===== config.mk =====
export PLATFORM = sky130hd
export DESIGN_NAME = reset_controller
export DESIGN_NICKNAME = d
export VERILOG_FILES = /design/src/verilog/reset_ctrl_pkg.sv /design/src/verilog/axil_port.sv /design/src/verilog/pin_manager.sv /design/src/verilog/reset_controller.sv
export SDC_FILE = /design/constraint.sdc
export NUM_CORES = 1
export LEC_CHECK = 0
export BUFFER_PORTS_ARGS = -buffer_cell sky130_fd_sc_hd__buf_2
export CAP_MARGIN = 5
export CELL_PAD_IN_SITES_DETAIL_PLACEMENT = 1
export CELL_PAD_IN_SITES_GLOBAL_PLACEMENT = 1
export CORE_MARGIN = 1.5
export CORE_UTILIZATION = 39
export DETAILED_ROUTE_END_ITERATION = 16
export PLACE_DENSITY_LB_ADDON = 0.3
export SETUP_SLACK_MARGIN = 0.3
export SLEW_MARGIN = 20
export SYNTH_ARGS = -nofsm -noshare
export SYNTH_HDL_FRONTEND = slang
export SYNTH_SLANG_ARGS = --single-unit

===== constraint.sdc =====
create_clock -name aclk -period 2.5 [get_ports aclk]
set_input_delay 0.5 -clock aclk [delete_from_list [all_inputs] [get_ports aclk]]
set_output_delay 0.5 -clock aclk [all_outputs]
set_load 0.05 [all_outputs]

===== src/verilog/reset_ctrl_pkg.sv =====
// Purpose: Shared constants for the reset controller
// Assumes: 32-bit AXI4-Lite register bus, one slow clock
// Notes: Offsets are byte addresses
package reset_ctrl_pkg;
    localparam int ADDR_W = 8;
    localparam logic [7:0] MODE_OFFSET = 8'h00;
    localparam logic [7:0] STATUS_OFFSET = 8'h04;
    localparam logic [7:0] CTRL_OFFSET = 8'h08;
    localparam logic [7:0] IRQ_STATUS_OFFSET = 8'h0C;
    localparam logic [7:0] IRQ_MASK_OFFSET = 8'h10;
    localparam int MODE_URST_EN_BIT = 0;
    localparam int MODE_URST_IRQ_BIT = 4;
    localparam int MODE_LEN_LSB = 8;
    localparam int LEN_W = 4;
    localparam logic [31:0] MODE_WMASK = 32'h0000_0F11;
    localparam logic [31:0] MODE_RESET = 32'h0000_0001;
    localparam int STAT_SEEN_BIT = 0;
    localparam int STAT_CAUSE_LSB = 8;
    localparam int STAT_LEVEL_BIT = 16;
    localparam int STAT_BUSY_BIT = 17;
    localparam int CTRL_PROC_BIT = 0;
    localparam int CTRL_PERIPH_BIT = 2;
    localparam int CTRL_PIN_BIT = 3;
    localparam int IRQ_W = 2;
    localparam int IRQ_USER_BIT = 0;
    localparam int IRQ_DONE_BIT = 1;
    localparam logic [1:0] CAUSE_NONE = 2'h0;
    localparam logic [1:0] CAUSE_PERIPH = 2'h1;
    localparam logic [1:0] CAUSE_USER = 2'h2;
    localparam logic [1:0] CAUSE_SOFT = 2'h3;
    localparam logic [1:0] RESP_OKAY = 2'h0;
    localparam logic [1:0] RESP_SLVERR = 2'h2;
    localparam logic [3:0] RESET_HOLD_CYC = 4'h3;
    localparam logic [3:0] SETTLE_CYC = 4'h4;
    typedef enum logic [1:0] {ST_IDLE, ST_HOLD, ST_PIN_WAIT, ST_RELEASE} rsm_state_t;
endpackage

===== src/verilog/axil_port.sv =====
// Purpose: AXI4-Lite slave front end turning bus beats into strobes
// Assumes: One write and one read outstanding at most
// Notes: Write strobe in the first cycle both halves are held
`timescale 1ns/1ps
module axil_port
    import reset_ctrl_pkg::*;
(
    input wire logic aclk,
    input wire logic aresetn,
    input wire logic [ADDR_W-1:0] awaddr,
    input wire logic awvalid,
    output logic awready,
    input wire logic [31:0] wdata,
    input wire logic [3:0] wstrb,
    input wire logic wvalid,
    output logic wready,
    output logic [1:0] bresp,
    output logic bvalid,
    input wire logic bready,
    input wire logic [ADDR_W-1:0] araddr,
    input wire logic arvalid,
    output logic arready,
    output logic [31:0] rdata,
    output logic [1:0] rresp,
    output logic rvalid,
    input wire logic rready,
    output logic wr_en,
    output logic [ADDR_W-1:0] wr_addr,
    output logic [31:0] wr_data,
    output logic [3:0] wr_strb,
    input wire logic wr_hit,
    output logic rd_en,
    output logic [ADDR_W-1:0] rd_addr,
    input wire logic [31:0] rd_data,
    input wire logic rd_hit
);
    logic aw_full_reg, w_full_reg, bvalid_reg, rvalid_reg;
    logic [1:0] bresp_reg, rresp_reg;
    logic [31:0] rdata_reg;

    // Handshake terms
    assign awready = !aw_full_reg && !bvalid_reg;
    assign wready = !w_full_reg && !bvalid_reg;
    assign wr_en = aw_full_reg && w_full_reg && !bvalid_reg;
    assign arready = !rvalid_reg;
    assign rd_en = arvalid && !rvalid_reg;
    assign rd_addr = araddr;

    // Write channel capture and response
    always_ff @(posedge aclk) begin
        if (!aresetn) begin
            aw_full_reg <= 1'b0;
            w_full_reg <= 1'b0;
            bvalid_reg <= 1'b0;
            bresp_reg <= RESP_OKAY;
            wr_addr <= '0;
            wr_data <= '0;
            wr_strb <= '0;
        end else begin
            if (awvalid && awready) begin
                aw_full_reg <= 1'b1;
                wr_addr <= awaddr;
            end
            if (wvalid && wready) begin
                w_full_reg <= 1'b1;
                wr_data <= wdata;
                wr_strb <= wstrb;
            end
            if (wr_en) begin
                aw_full_reg <= 1'b0;
                w_full_reg <= 1'b0;
                bvalid_reg <= 1'b1;
                bresp_reg <= wr_hit ? RESP_OKAY : RESP_SLVERR;
            end else if (bready) begin
                bvalid_reg <= 1'b0;
            end
        end
    end

    // Read channel
    always_ff @(posedge aclk) begin
        if (!aresetn) begin
            rvalid_reg <= 1'b0;
            rdata_reg <= '0;
            rresp_reg <= RESP_OKAY;
        end else if (rd_en) begin
            rvalid_reg <= 1'b1;
            rdata_reg <= rd_hit ? rd_data : 32'h0000_0000;
            rresp_reg <= rd_hit ? RESP_OKAY : RESP_SLVERR;
        end else if (rready) begin
            rvalid_reg <= 1'b0;
        end
    end

    assign bvalid = bvalid_reg;
    assign bresp = bresp_reg;
    assign rvalid = rvalid_reg;
    assign rdata = rdata_reg;
    assign rresp = rresp_reg;
endmodule // axil_port


===== src/verilog/pin_manager.sv =====
// Purpose: Samples the reset pin and drives it low on request
// Assumes: Pin is asynchronous to aclk
// Notes: Drive length is 2^(len+1) clock cycles
`timescale 1ns/1ps
module pin_manager
    import reset_ctrl_pkg::*;
#(
    parameter int LEN_WIDTH = LEN_W
) (
    input wire logic aclk,
    input wire logic aresetn,
    input wire logic pin_in,
    input wire logic drive_req,
    input wire logic [LEN_WIDTH-1:0] len,
    output logic pin_level,
    output logic pin_fall,
    output logic pin_out,
    output logic pin_oe,
    output logic busy
);
    localparam int CNT_W = (1 << LEN_WIDTH) + 1;

    initial begin
        if (LEN_WIDTH < 1 || LEN_WIDTH > 5) $error("LEN_WIDTH out of range");
    end

    function automatic logic [CNT_W-1:0] pulse_len(input logic [LEN_WIDTH-1:0] l);
        // Widen before adding one so the longest setting does not wrap to zero
        pulse_len = CNT_W'(1) << ({1'b0, l} + {{LEN_WIDTH{1'b0}}, 1'b1});
    endfunction

    logic s1_reg, s2_reg, s3_reg, level_reg, fall_reg, busy_reg;
    logic [CNT_W-1:0] cnt_reg;
    wire agree = (s2_reg == s3_reg);

    // Sample pin every cycle, level changes when stages two and three agree
    always_ff @(posedge aclk) begin
        if (!aresetn) begin
            s1_reg <= 1'b1;
            s2_reg <= 1'b1;
            s3_reg <= 1'b1;
            level_reg <= 1'b1;
            fall_reg <= 1'b0;
        end else begin
            s1_reg <= pin_in;
            s2_reg <= s1_reg;
            s3_reg <= s2_reg;
            if (agree) begin
                level_reg <= s3_reg;
            end
            fall_reg <= agree && !s3_reg && level_reg;
        end
    end

    // Drive counter, loaded at a request while not busy
    always_ff @(posedge aclk) begin
        if (!aresetn) begin
            busy_reg <= 1'b0;
            cnt_reg <= '0;
        end else if (drive_req && !busy_reg) begin
            busy_reg <= 1'b1;
            cnt_reg <= pulse_len(len);
        end else if (busy_reg) begin
            cnt_reg <= cnt_reg - 1'b1;
            if (cnt_reg == CNT_W'(1)) begin
                busy_reg <= 1'b0;
            end
        end
    end

    assign pin_level = level_reg;
    assign pin_fall = fall_reg;
    assign pin_out = 1'b0;
    assign pin_oe = busy_reg;
    assign busy = busy_reg;
endmodule // pin_manager


===== src/verilog/reset_controller.sv =====
// Purpose: Reset state manager with reset pin manager and registers
// Assumes: aclk is the slow clock; aresetn is the io supply power-on reset
// Notes: Reset outputs never reset this block itself
// Operation
// - Whole controller runs on slow clock only
// - Active-low processor reset, also resets watchdog
// - Active-low reset for all peripherals
// - Resets from peripherals, pin or software
// - State manager picks resets, requests pin drive
// - Pin driven low for programmable time
// - Mode register survives core resets
// - Reset pin sampled every slow clock cycle
// - Low pin sample reports a user reset
// - Enable bit cleared stops pin-triggered resets
// - Status bit shows current pin level
// - Sticky flag set when pin seen asserted
// - Sticky flag cleared only by status read
// - Interrupt enable turns pin reset into interrupt
`timescale 1ns/1ps
module reset_controller
    import reset_ctrl_pkg::*;
(
    input wire logic aclk,
    input wire logic aresetn,
    input wire logic [ADDR_W-1:0] awaddr,
    input wire logic awvalid,
    output logic awready,
    input wire logic [31:0] wdata,
    input wire logic [3:0] wstrb,
    input wire logic wvalid,
    output logic wready,
    output logic [1:0] bresp,
    output logic bvalid,
    input wire logic bready,
    input wire logic [ADDR_W-1:0] araddr,
    input wire logic arvalid,
    output logic arready,
    output logic [31:0] rdata,
    output logic [1:0] rresp,
    output logic rvalid,
    input wire logic rready,
    input wire logic periph_reset_req,
    input wire logic pin_in,
    output logic pin_out,
    output logic pin_oe,
    output logic proc_resetn,
    output logic periph_resetn,
    output logic irq
);
    // Merge write data into a register under byte strobes
    function automatic logic [31:0] merge(input logic [31:0] old_v, input logic [31:0] new_v,
                                          input logic [3:0] strb, input logic [31:0] wmask);
        logic [31:0] m;
        m = {{8{strb[3]}}, {8{strb[2]}}, {8{strb[1]}}, {8{strb[0]}}} & wmask;
        merge = (old_v & ~m) | (new_v & m);
    endfunction

    logic wr_en, rd_en, wr_hit, rd_hit;
    logic [ADDR_W-1:0] wr_addr, rd_addr;
    logic [31:0] wr_data, rd_data;
    logic [3:0] wr_strb;
    logic pin_level, pin_fall, pin_busy;

    logic [31:0] mode_reg, mode_next;
    logic seen_reg, seen_next;
    logic [1:0] cause_reg;
    logic [IRQ_W-1:0] irq_stat_reg, irq_stat_next, irq_mask_reg;
    logic [31:0] irq_mask_next;
    logic busy_d_reg;
    rsm_state_t state_reg, state_next;
    logic [3:0] cnt_reg;
    logic proc_hold_reg, periph_hold_reg, pin_req_reg;

    axil_port u_bus (
        .aclk(aclk),
        .aresetn(aresetn),
        .awaddr(awaddr),
        .awvalid(awvalid),
        .awready(awready),
        .wdata(wdata),
        .wstrb(wstrb),
        .wvalid(wvalid),
        .wready(wready),
        .bresp(bresp),
        .bvalid(bvalid),
        .bready(bready),
        .araddr(araddr),
        .arvalid(arvalid),
        .arready(arready),
        .rdata(rdata),
        .rresp(rresp),
        .rvalid(rvalid),
        .rready(rready),
        .wr_en(wr_en),
        .wr_addr(wr_addr),
        .wr_data(wr_data),
        .wr_strb(wr_strb),
        .wr_hit(wr_hit),
        .rd_en(rd_en),
        .rd_addr(rd_addr),
        .rd_data(rd_data),
        .rd_hit(rd_hit)
    );

    // Pin sampling and drive, same slow clock as everything else
    pin_manager #(
        .LEN_WIDTH(LEN_W)
    ) u_pin (
        .aclk(aclk),
        .aresetn(aresetn),
        .pin_in(pin_in),
        .drive_req(pin_req_reg),
        .len(mode_reg[MODE_LEN_LSB +: LEN_W]),
        .pin_level(pin_level),
        .pin_fall(pin_fall),
        .pin_out(pin_out),
        .pin_oe(pin_oe),
        .busy(pin_busy)
    );

    // Address decode
    wire wr_mode = wr_en && (wr_addr == MODE_OFFSET);
    wire wr_ctrl = wr_en && (wr_addr == CTRL_OFFSET) && wr_strb[0];
    wire wr_istat = wr_en && (wr_addr == IRQ_STATUS_OFFSET) && wr_strb[0];
    wire wr_imask = wr_en && (wr_addr == IRQ_MASK_OFFSET);
    wire rd_status = rd_en && (rd_addr == STATUS_OFFSET);
    wire wr_status = (wr_addr == STATUS_OFFSET);
    assign wr_hit = (wr_addr == MODE_OFFSET) || wr_status || (wr_addr == CTRL_OFFSET)
        || (wr_addr == IRQ_STATUS_OFFSET) || (wr_addr == IRQ_MASK_OFFSET);
    assign rd_hit = (rd_addr == MODE_OFFSET) || (rd_addr == STATUS_OFFSET)
        || (rd_addr == CTRL_OFFSET) || (rd_addr == IRQ_STATUS_OFFSET)
        || (rd_addr == IRQ_MASK_OFFSET);

    // Mode fields
    wire urst_en = mode_reg[MODE_URST_EN_BIT];
    wire urst_irq_en = mode_reg[MODE_URST_IRQ_BIT];

    // Status word
    wire [31:0] status_word = {14'h0000, pin_busy, pin_level, 6'h00, cause_reg,
                               7'h00, seen_reg};

    // Read data mux
    assign rd_data = (rd_addr == MODE_OFFSET) ? mode_reg :
                     (rd_addr == STATUS_OFFSET) ? status_word :
                     (rd_addr == IRQ_STATUS_OFFSET) ? {30'h0000_0000, irq_stat_reg} :
                     (rd_addr == IRQ_MASK_OFFSET) ? {30'h0000_0000, irq_mask_reg} :
                     32'h0000_0000;

    // Software request bits
    wire soft_proc = wr_ctrl && wr_data[CTRL_PROC_BIT];
    wire soft_periph = wr_ctrl && wr_data[CTRL_PERIPH_BIT];
    wire soft_pin = wr_ctrl && wr_data[CTRL_PIN_BIT];
    wire soft_any = soft_proc || soft_periph || soft_pin;

    // Reset sources seen while idle
    wire idle = (state_reg == ST_IDLE);
    wire user_trig = pin_fall && urst_en && !urst_irq_en;
    wire user_irq_ev = idle && pin_fall && urst_irq_en;
    wire done_ev = busy_d_reg && !pin_busy;
    wire start = idle && (periph_reset_req || user_trig || soft_any);

    // Register next values
    assign mode_next = wr_mode ? merge(mode_reg, wr_data, wr_strb, MODE_WMASK) : mode_reg;
    assign seen_next = pin_fall || (seen_reg && !rd_status);
    assign irq_mask_next = wr_imask ?
        merge({30'h0000_0000, irq_mask_reg}, wr_data, wr_strb, 32'h0000_0003) :
        {30'h0000_0000, irq_mask_reg};
    assign irq_stat_next = ({done_ev, user_irq_ev})
        | (irq_stat_reg & ~(wr_istat ? wr_data[IRQ_W-1:0] : 2'h0));

    // Mode register is only reset, to MODE_RESET, by the io supply power-on reset
    always_ff @(posedge aclk) begin
        if (!aresetn) begin
            mode_reg <= MODE_RESET;
        end else begin
            mode_reg <= mode_next;
        end
    end

    // Status, interrupt and mask registers
    always_ff @(posedge aclk) begin
        if (!aresetn) begin
            seen_reg <= 1'b0;
            irq_stat_reg <= '0;
            irq_mask_reg <= '0;
            busy_d_reg <= 1'b0;
        end else begin
            seen_reg <= seen_next;
            irq_stat_reg <= irq_stat_next;
            irq_mask_reg <= irq_mask_next[IRQ_W-1:0];
            busy_d_reg <= pin_busy;
        end
    end

    assign irq = |(irq_stat_reg & irq_mask_reg);

    // Reset state manager next state
    always_comb begin
        state_next = state_reg;
        case (state_reg)
            ST_IDLE: begin
                if (start) begin
                    state_next = ST_HOLD;
                end
            end
            ST_HOLD: begin
                if (cnt_reg == 4'h1) begin
                    state_next = ST_PIN_WAIT;
                end
            end
            ST_PIN_WAIT: begin
                if (!pin_busy && !pin_req_reg) begin
                    state_next = ST_RELEASE;
                end
            end
            ST_RELEASE: begin
                if (cnt_reg == 4'h1 && pin_level) begin
                    state_next = ST_IDLE;
                end
            end
            default: begin
                state_next = ST_IDLE;
            end
        endcase
    end

    // Which outputs a new request asserts
    wire new_proc = periph_reset_req || user_trig || soft_proc;
    wire new_periph = periph_reset_req || user_trig || soft_periph;
    wire new_pin = periph_reset_req || (!user_trig && soft_pin);
    wire [1:0] new_cause = periph_reset_req ? CAUSE_PERIPH :
                           user_trig ? CAUSE_USER : CAUSE_SOFT;

    // State register, hold counter and reset output flags
    always_ff @(posedge aclk) begin
        if (!aresetn) begin
            state_reg <= ST_IDLE;
            cnt_reg <= 4'h0;
            proc_hold_reg <= 1'b0;
            periph_hold_reg <= 1'b0;
            pin_req_reg <= 1'b0;
            cause_reg <= CAUSE_NONE;
        end else begin
            state_reg <= state_next;
            pin_req_reg <= 1'b0;
            if (start) begin
                cnt_reg <= RESET_HOLD_CYC;
                proc_hold_reg <= new_proc;
                periph_hold_reg <= new_periph;
                pin_req_reg <= new_pin;
                cause_reg <= new_cause;
            end else if (state_reg == ST_HOLD) begin
                cnt_reg <= (cnt_reg == 4'h1) ? SETTLE_CYC : cnt_reg - 4'h1;
            end else if (state_reg == ST_RELEASE) begin
                // Wait for a settled high pin so our own drive is not seen as a user reset
                if (!pin_level || pin_busy) begin
                    cnt_reg <= SETTLE_CYC;
                end else if (cnt_reg != 4'h1) begin
                    cnt_reg <= cnt_reg - 4'h1;
                end else begin
                    proc_hold_reg <= 1'b0;
                    periph_hold_reg <= 1'b0;
                end
            end
        end
    end

    assign proc_resetn = !proc_hold_reg;
    assign periph_resetn = !periph_hold_reg;

    // Length of the current pin drive, so the upper bound needs no long delay range
    localparam int RUN_W = (1 << LEN_W) + 1;
    localparam logic [RUN_W-1:0] OE_RUN_MAX = RUN_W'(1) << (1 << LEN_W);
    logic [RUN_W-1:0] oe_run_reg;

    // Cycles with the pin driven so far, cleared while released
    always_ff @(posedge aclk) begin
        if (!aresetn) begin
            oe_run_reg <= '0;
        end else if (pin_oe) begin
            oe_run_reg <= oe_run_reg + RUN_W'(1);
        end else begin
            oe_run_reg <= '0;
        end
    end
endmodule // reset_controller


==> impl_metrics.json <==
{
  "outcome": "finished, final reports clean",
  "cts.sinks": 80,
  "grt_remaining_overflow": 0,
  "reg2reg_depth": 4,
  "cts_buffer_depth": 2,
  "power_frac_comb": 0.316,
  "worstReg2RegStart": "u_bus.wr_addr[0]",
  "worst_path_largest_cell_delay_ns": 0.58,
  "portBuffers": 55,
  "final_net_count": 629,
  "drive_above_1_share": 0.177,
  "first_global_vias": 3900,
  "horizontal_die_dimension_um": 106,
  "cellPowerDensity_nw_per_um2": 852,
  "dpl_cells": 684,
  "routed_wirelength_um": 11500,
  "skew_pair_late_insertion_delay_ns": 0.37,
  "cell_internal_power_mw": 2.58,
  "synth_commonest_cells": "80 x dfxtp_1, 61 x nand2_1, 46 x a21oi_1",
  "dominantRegCellSynth": "dfxtp_1",
  "p_sw_frac": 0.360,
  "design.portCount": 107,
  "root_buffer": "clkbuf_8",
  "maximum_number_of_pins_on_one_net_before_global_route_repair": 41,
  "arrival_ns": 2.30,
  "synth-adder-area-share": 0.0271,
  "power.switching_mw": 1.45,
  "largest_register_ff_count": 17,
  "dpl.hpwl_um": 8550,
  "endpoint_kind": "flip-flop",
  "synthMostInstantiatedCell": "dfxtp_1",
  "synthesis.instances": 505,
  "synthMuxAreaShare": 0.0292,
  "setup_tns_ns": 0,
  "power.sequential.fraction": 0.385,
  "htreeDepth": 3,
  "synth_cell_type_count": 66,
  "hold_viol_final": 0,
  "ys_seq_elements": 80,
  "synth_top_family_by_area": "simple AND/OR/NAND/NOR gates",
  "synthesis.area_per_instance_um2": 8.24,
  "area_overhead_of_the_layout_relative_to_synthesis_pct": 13.7,
  "critPathCapture": "state_reg[1]",
  "synth_sequential_area_ratio": 0.385,
  "num_antenna_cells": 0,
  "class_of_the_most_critical_hold_timing_path": "in2reg",
  "crit_fanout": 4,
  "cts.clk_slew.worst_paths_ns": 0.08,
  "number_of_buffers_created_by_cts": 9,
  "largest_voltage_drop_on_the_vdd_net_v": 0.000266,
  "final_min_period_over_clock_period": 0.803,
  "timing.final.max_slew_violations": 0,
  "worst_pin_slew_ns": 0.746,
  "std_cell_rows": 37,
  "worst-setup-path-type": "reg2reg",
  "yosysWarnings": 0,
  "antenna_found_initial": 0,
  "synth_xor_area_frac": 0.00842,
  "total_power_mw": 4.03,
  "design.die.area_um2": 11300,
  "critical_path.startpoint_type": "flip-flop",
  "synth_area_um2": 4160,
  "leakage_nw": 1.94,
  "crit_path_frequent_cell": "or4_4",
  "detail_route.drc_violations": 0,
  "worst_path_max_delay_cell": "or4_4",
  "dpl-instance-area_um2": 4470,
  "via_count": 3777,
  "synth_area_leaders": "dfxtp_1 38%, a21oi_1 5.5%, nand2_1 5.5%",
  "reg_to_reg_setup_timing_slack_ns": 0.49,
  "clock-skew-final_ns": 0.0132,
  "core_area_um2": 10300,
  "grt_first_pass_wirelength_um": 19100,
  "overall_fraction_of_global_route_tracks_in_use": 0.214,
  "post_drt_wl_per_cell_um": 16.5,
  "initial_drt_markers": 120,
  "post-synth-top-area-fraction": 0.385,
  "synth-edff-count": 0,
  "critical_path.reg2reg.endpoint": "state_reg[1]",
  "postLayoutCellArea_um2": 4730,
  "first_pass_iters": 4,
  "final_antenna_net_count": 0,
  "layoutNonFillerInstCount": 700,
  "compound_gate_portion_of_the_synthesized_area": 0.189,
  "viasPerCell": 5.40,
  "place.gp.congestion": 0.829,
  "cp.required_ns": 2.80,
  "setup_repair_after_global_routing_missed_its_margin": "false",
  "synth-async-reset-ratio": 0,
  "first_element_of_the_critical_path": "u_bus.wr_addr[0]",
  "clock_tree_from_tritoncts": "built",
  "synth_area_leader_cell": "dfxtp_1",
  "final_critical_delay_including_setup_and_external_delays_ns": 2.01,
  "fmax_mhz": 498,
  "dieHeight_um": 106,
  "max_cap_viol_count": 0,
  "floorplan.initialDensity": 0.403,
  "critical_path.cell_chain": "or4_4, or4_4, a211oi_2, mux2i_1",
  "clockPowerShare": 0.299,
  "total_of_endpoints_with_negative_setup_slack_in_the_final_report": 0,
  "yosys.area_share.simple": 0.264,
  "relSlewSlack": 0.501
}
## cells in the final DEF, fill, tap and decap left out, drive strengths merged, types with 3 or more instances in the layout
| master | count |
|---|---|
| o22ai | 9 |
| and3 | 3 |
| o31ai | 6 |
| ha | 9 |
| conb | 26 |
| or4 | 6 |
| nand2 | 61 |
| o21ai | 14 |
| nand2b | 14 |
| nor4 | 11 |
| nor2 | 41 |
| nand4 | 4 |
| clkbuf | 10 |
| nor4b | 3 |
| a21oi | 46 |
| nor3 | 11 |
| xnor2 | 4 |
| and2 | 3 |
| nand3 | 15 |
| a211oi | 4 |
| bufinv | 3 |
| a22oi | 11 |
| dfxtp | 80 |
| a31oi | 6 |
| mux2i | 11 |
| inv | 24 |
| nand3b | 3 |
| or3 | 9 |
| nor3b | 4 |
| nor2b | 6 |
| buf | 66 |
| o21a | 7 |
## cell families (layout without fill, tap and decap cells)
group	count (synthesis)	after routing
xor+xnor	4	4
other cells	1	26
fa+ha+maj	9	9
flops	80	80
compound gates	123	123
buf+inv	71	105
simple gates	205	205
mux	12	12
## worst max-delay path, delay by kind of cell (launching register included)
kind / cells / cell delay [ns]
AND/OR/NAND/NOR: 2 / 1.10
multiplexers: 1 / 0.21
AO/OA/AOI/OAI: 1 / 0.28
flip-flops: 1 / 0.34
## power groups by stage
| stage | registers [mW] | clock network, mW | logic (mW) |
|---|---|---|---|
| floorplan | 1.54 | 0 | 0.993 |
| global placement | 1.56 | 0 | 1.20 |
| detailed placement | 1.58 | 0 | 1.26 |
| CTS | 1.55 | 1.23 | 1.27 |
| global route | 1.57 | 1.28 | 1.40 |
| finish | 1.55 | 1.20 | 1.27 |
## metrics by stage
| step | hold slack [ns] | util | setup WS, ns |
|---|---|---|---|
| finish | 0.329 | 0.458 | 0.493 |
| detailed placement | 0.402 | 0.433 | 0.344 |
| global placement | 0.403 | 0.433 | 0.377 |
| CTS | 0.316 | 0.457 | 0.406 |
| floorplan | 0.386 | - | 0.446 |
| global route | 0.319 | 0.458 | 0.369 |
## how the worst min path moves through the flow
stage / startpoint / to / slack [ns] / depth (start not counted)
detailed placement: u_pin.s1_reg / u_pin.s2_reg / 0.40 / 1
global placement: u_pin.s1_reg / u_pin.s2_reg / 0.40 / 1
global route: pin_in / u_pin.s1_reg / 0.32 / 2
floorplan: u_pin.s1_reg / u_pin.s2_reg / 0.39 / 1
CTS: pin_in / u_pin.s1_reg / 0.32 / 2
finish: pin_in / u_pin.s1_reg / 0.33 / 2
## per-layer routing
layer,routed length [um],up-vias,global-route usage
met5,0,-,0
met4,74,0,0.0608
met3,434,12,0.0386
met2,5600,74,0.365
met1,5440,1837,0.274
li1,-,1854,-
## timing repair
action	in CTS	in global routing
resized for setup	0	1
hold buffers	0	0
buffers inserted	0	0
endpoints found under the setup margin	0	2
## layout make-up
| class | instances | area (um2) |
|---|---|---|
| clock buffer | 10 | 138 |
| clock inverter | 6 | 115 |
| fill | 1253 | 5590 |
| inverter | 23 | 86.3 |
| multi-input combinational | 379 | 2260 |
| sequential | 80 | 1600 |
| tap | 136 | 170 |
| timing repair buffer | 66 | 358 |
Power figures use the tool's default switching activity.
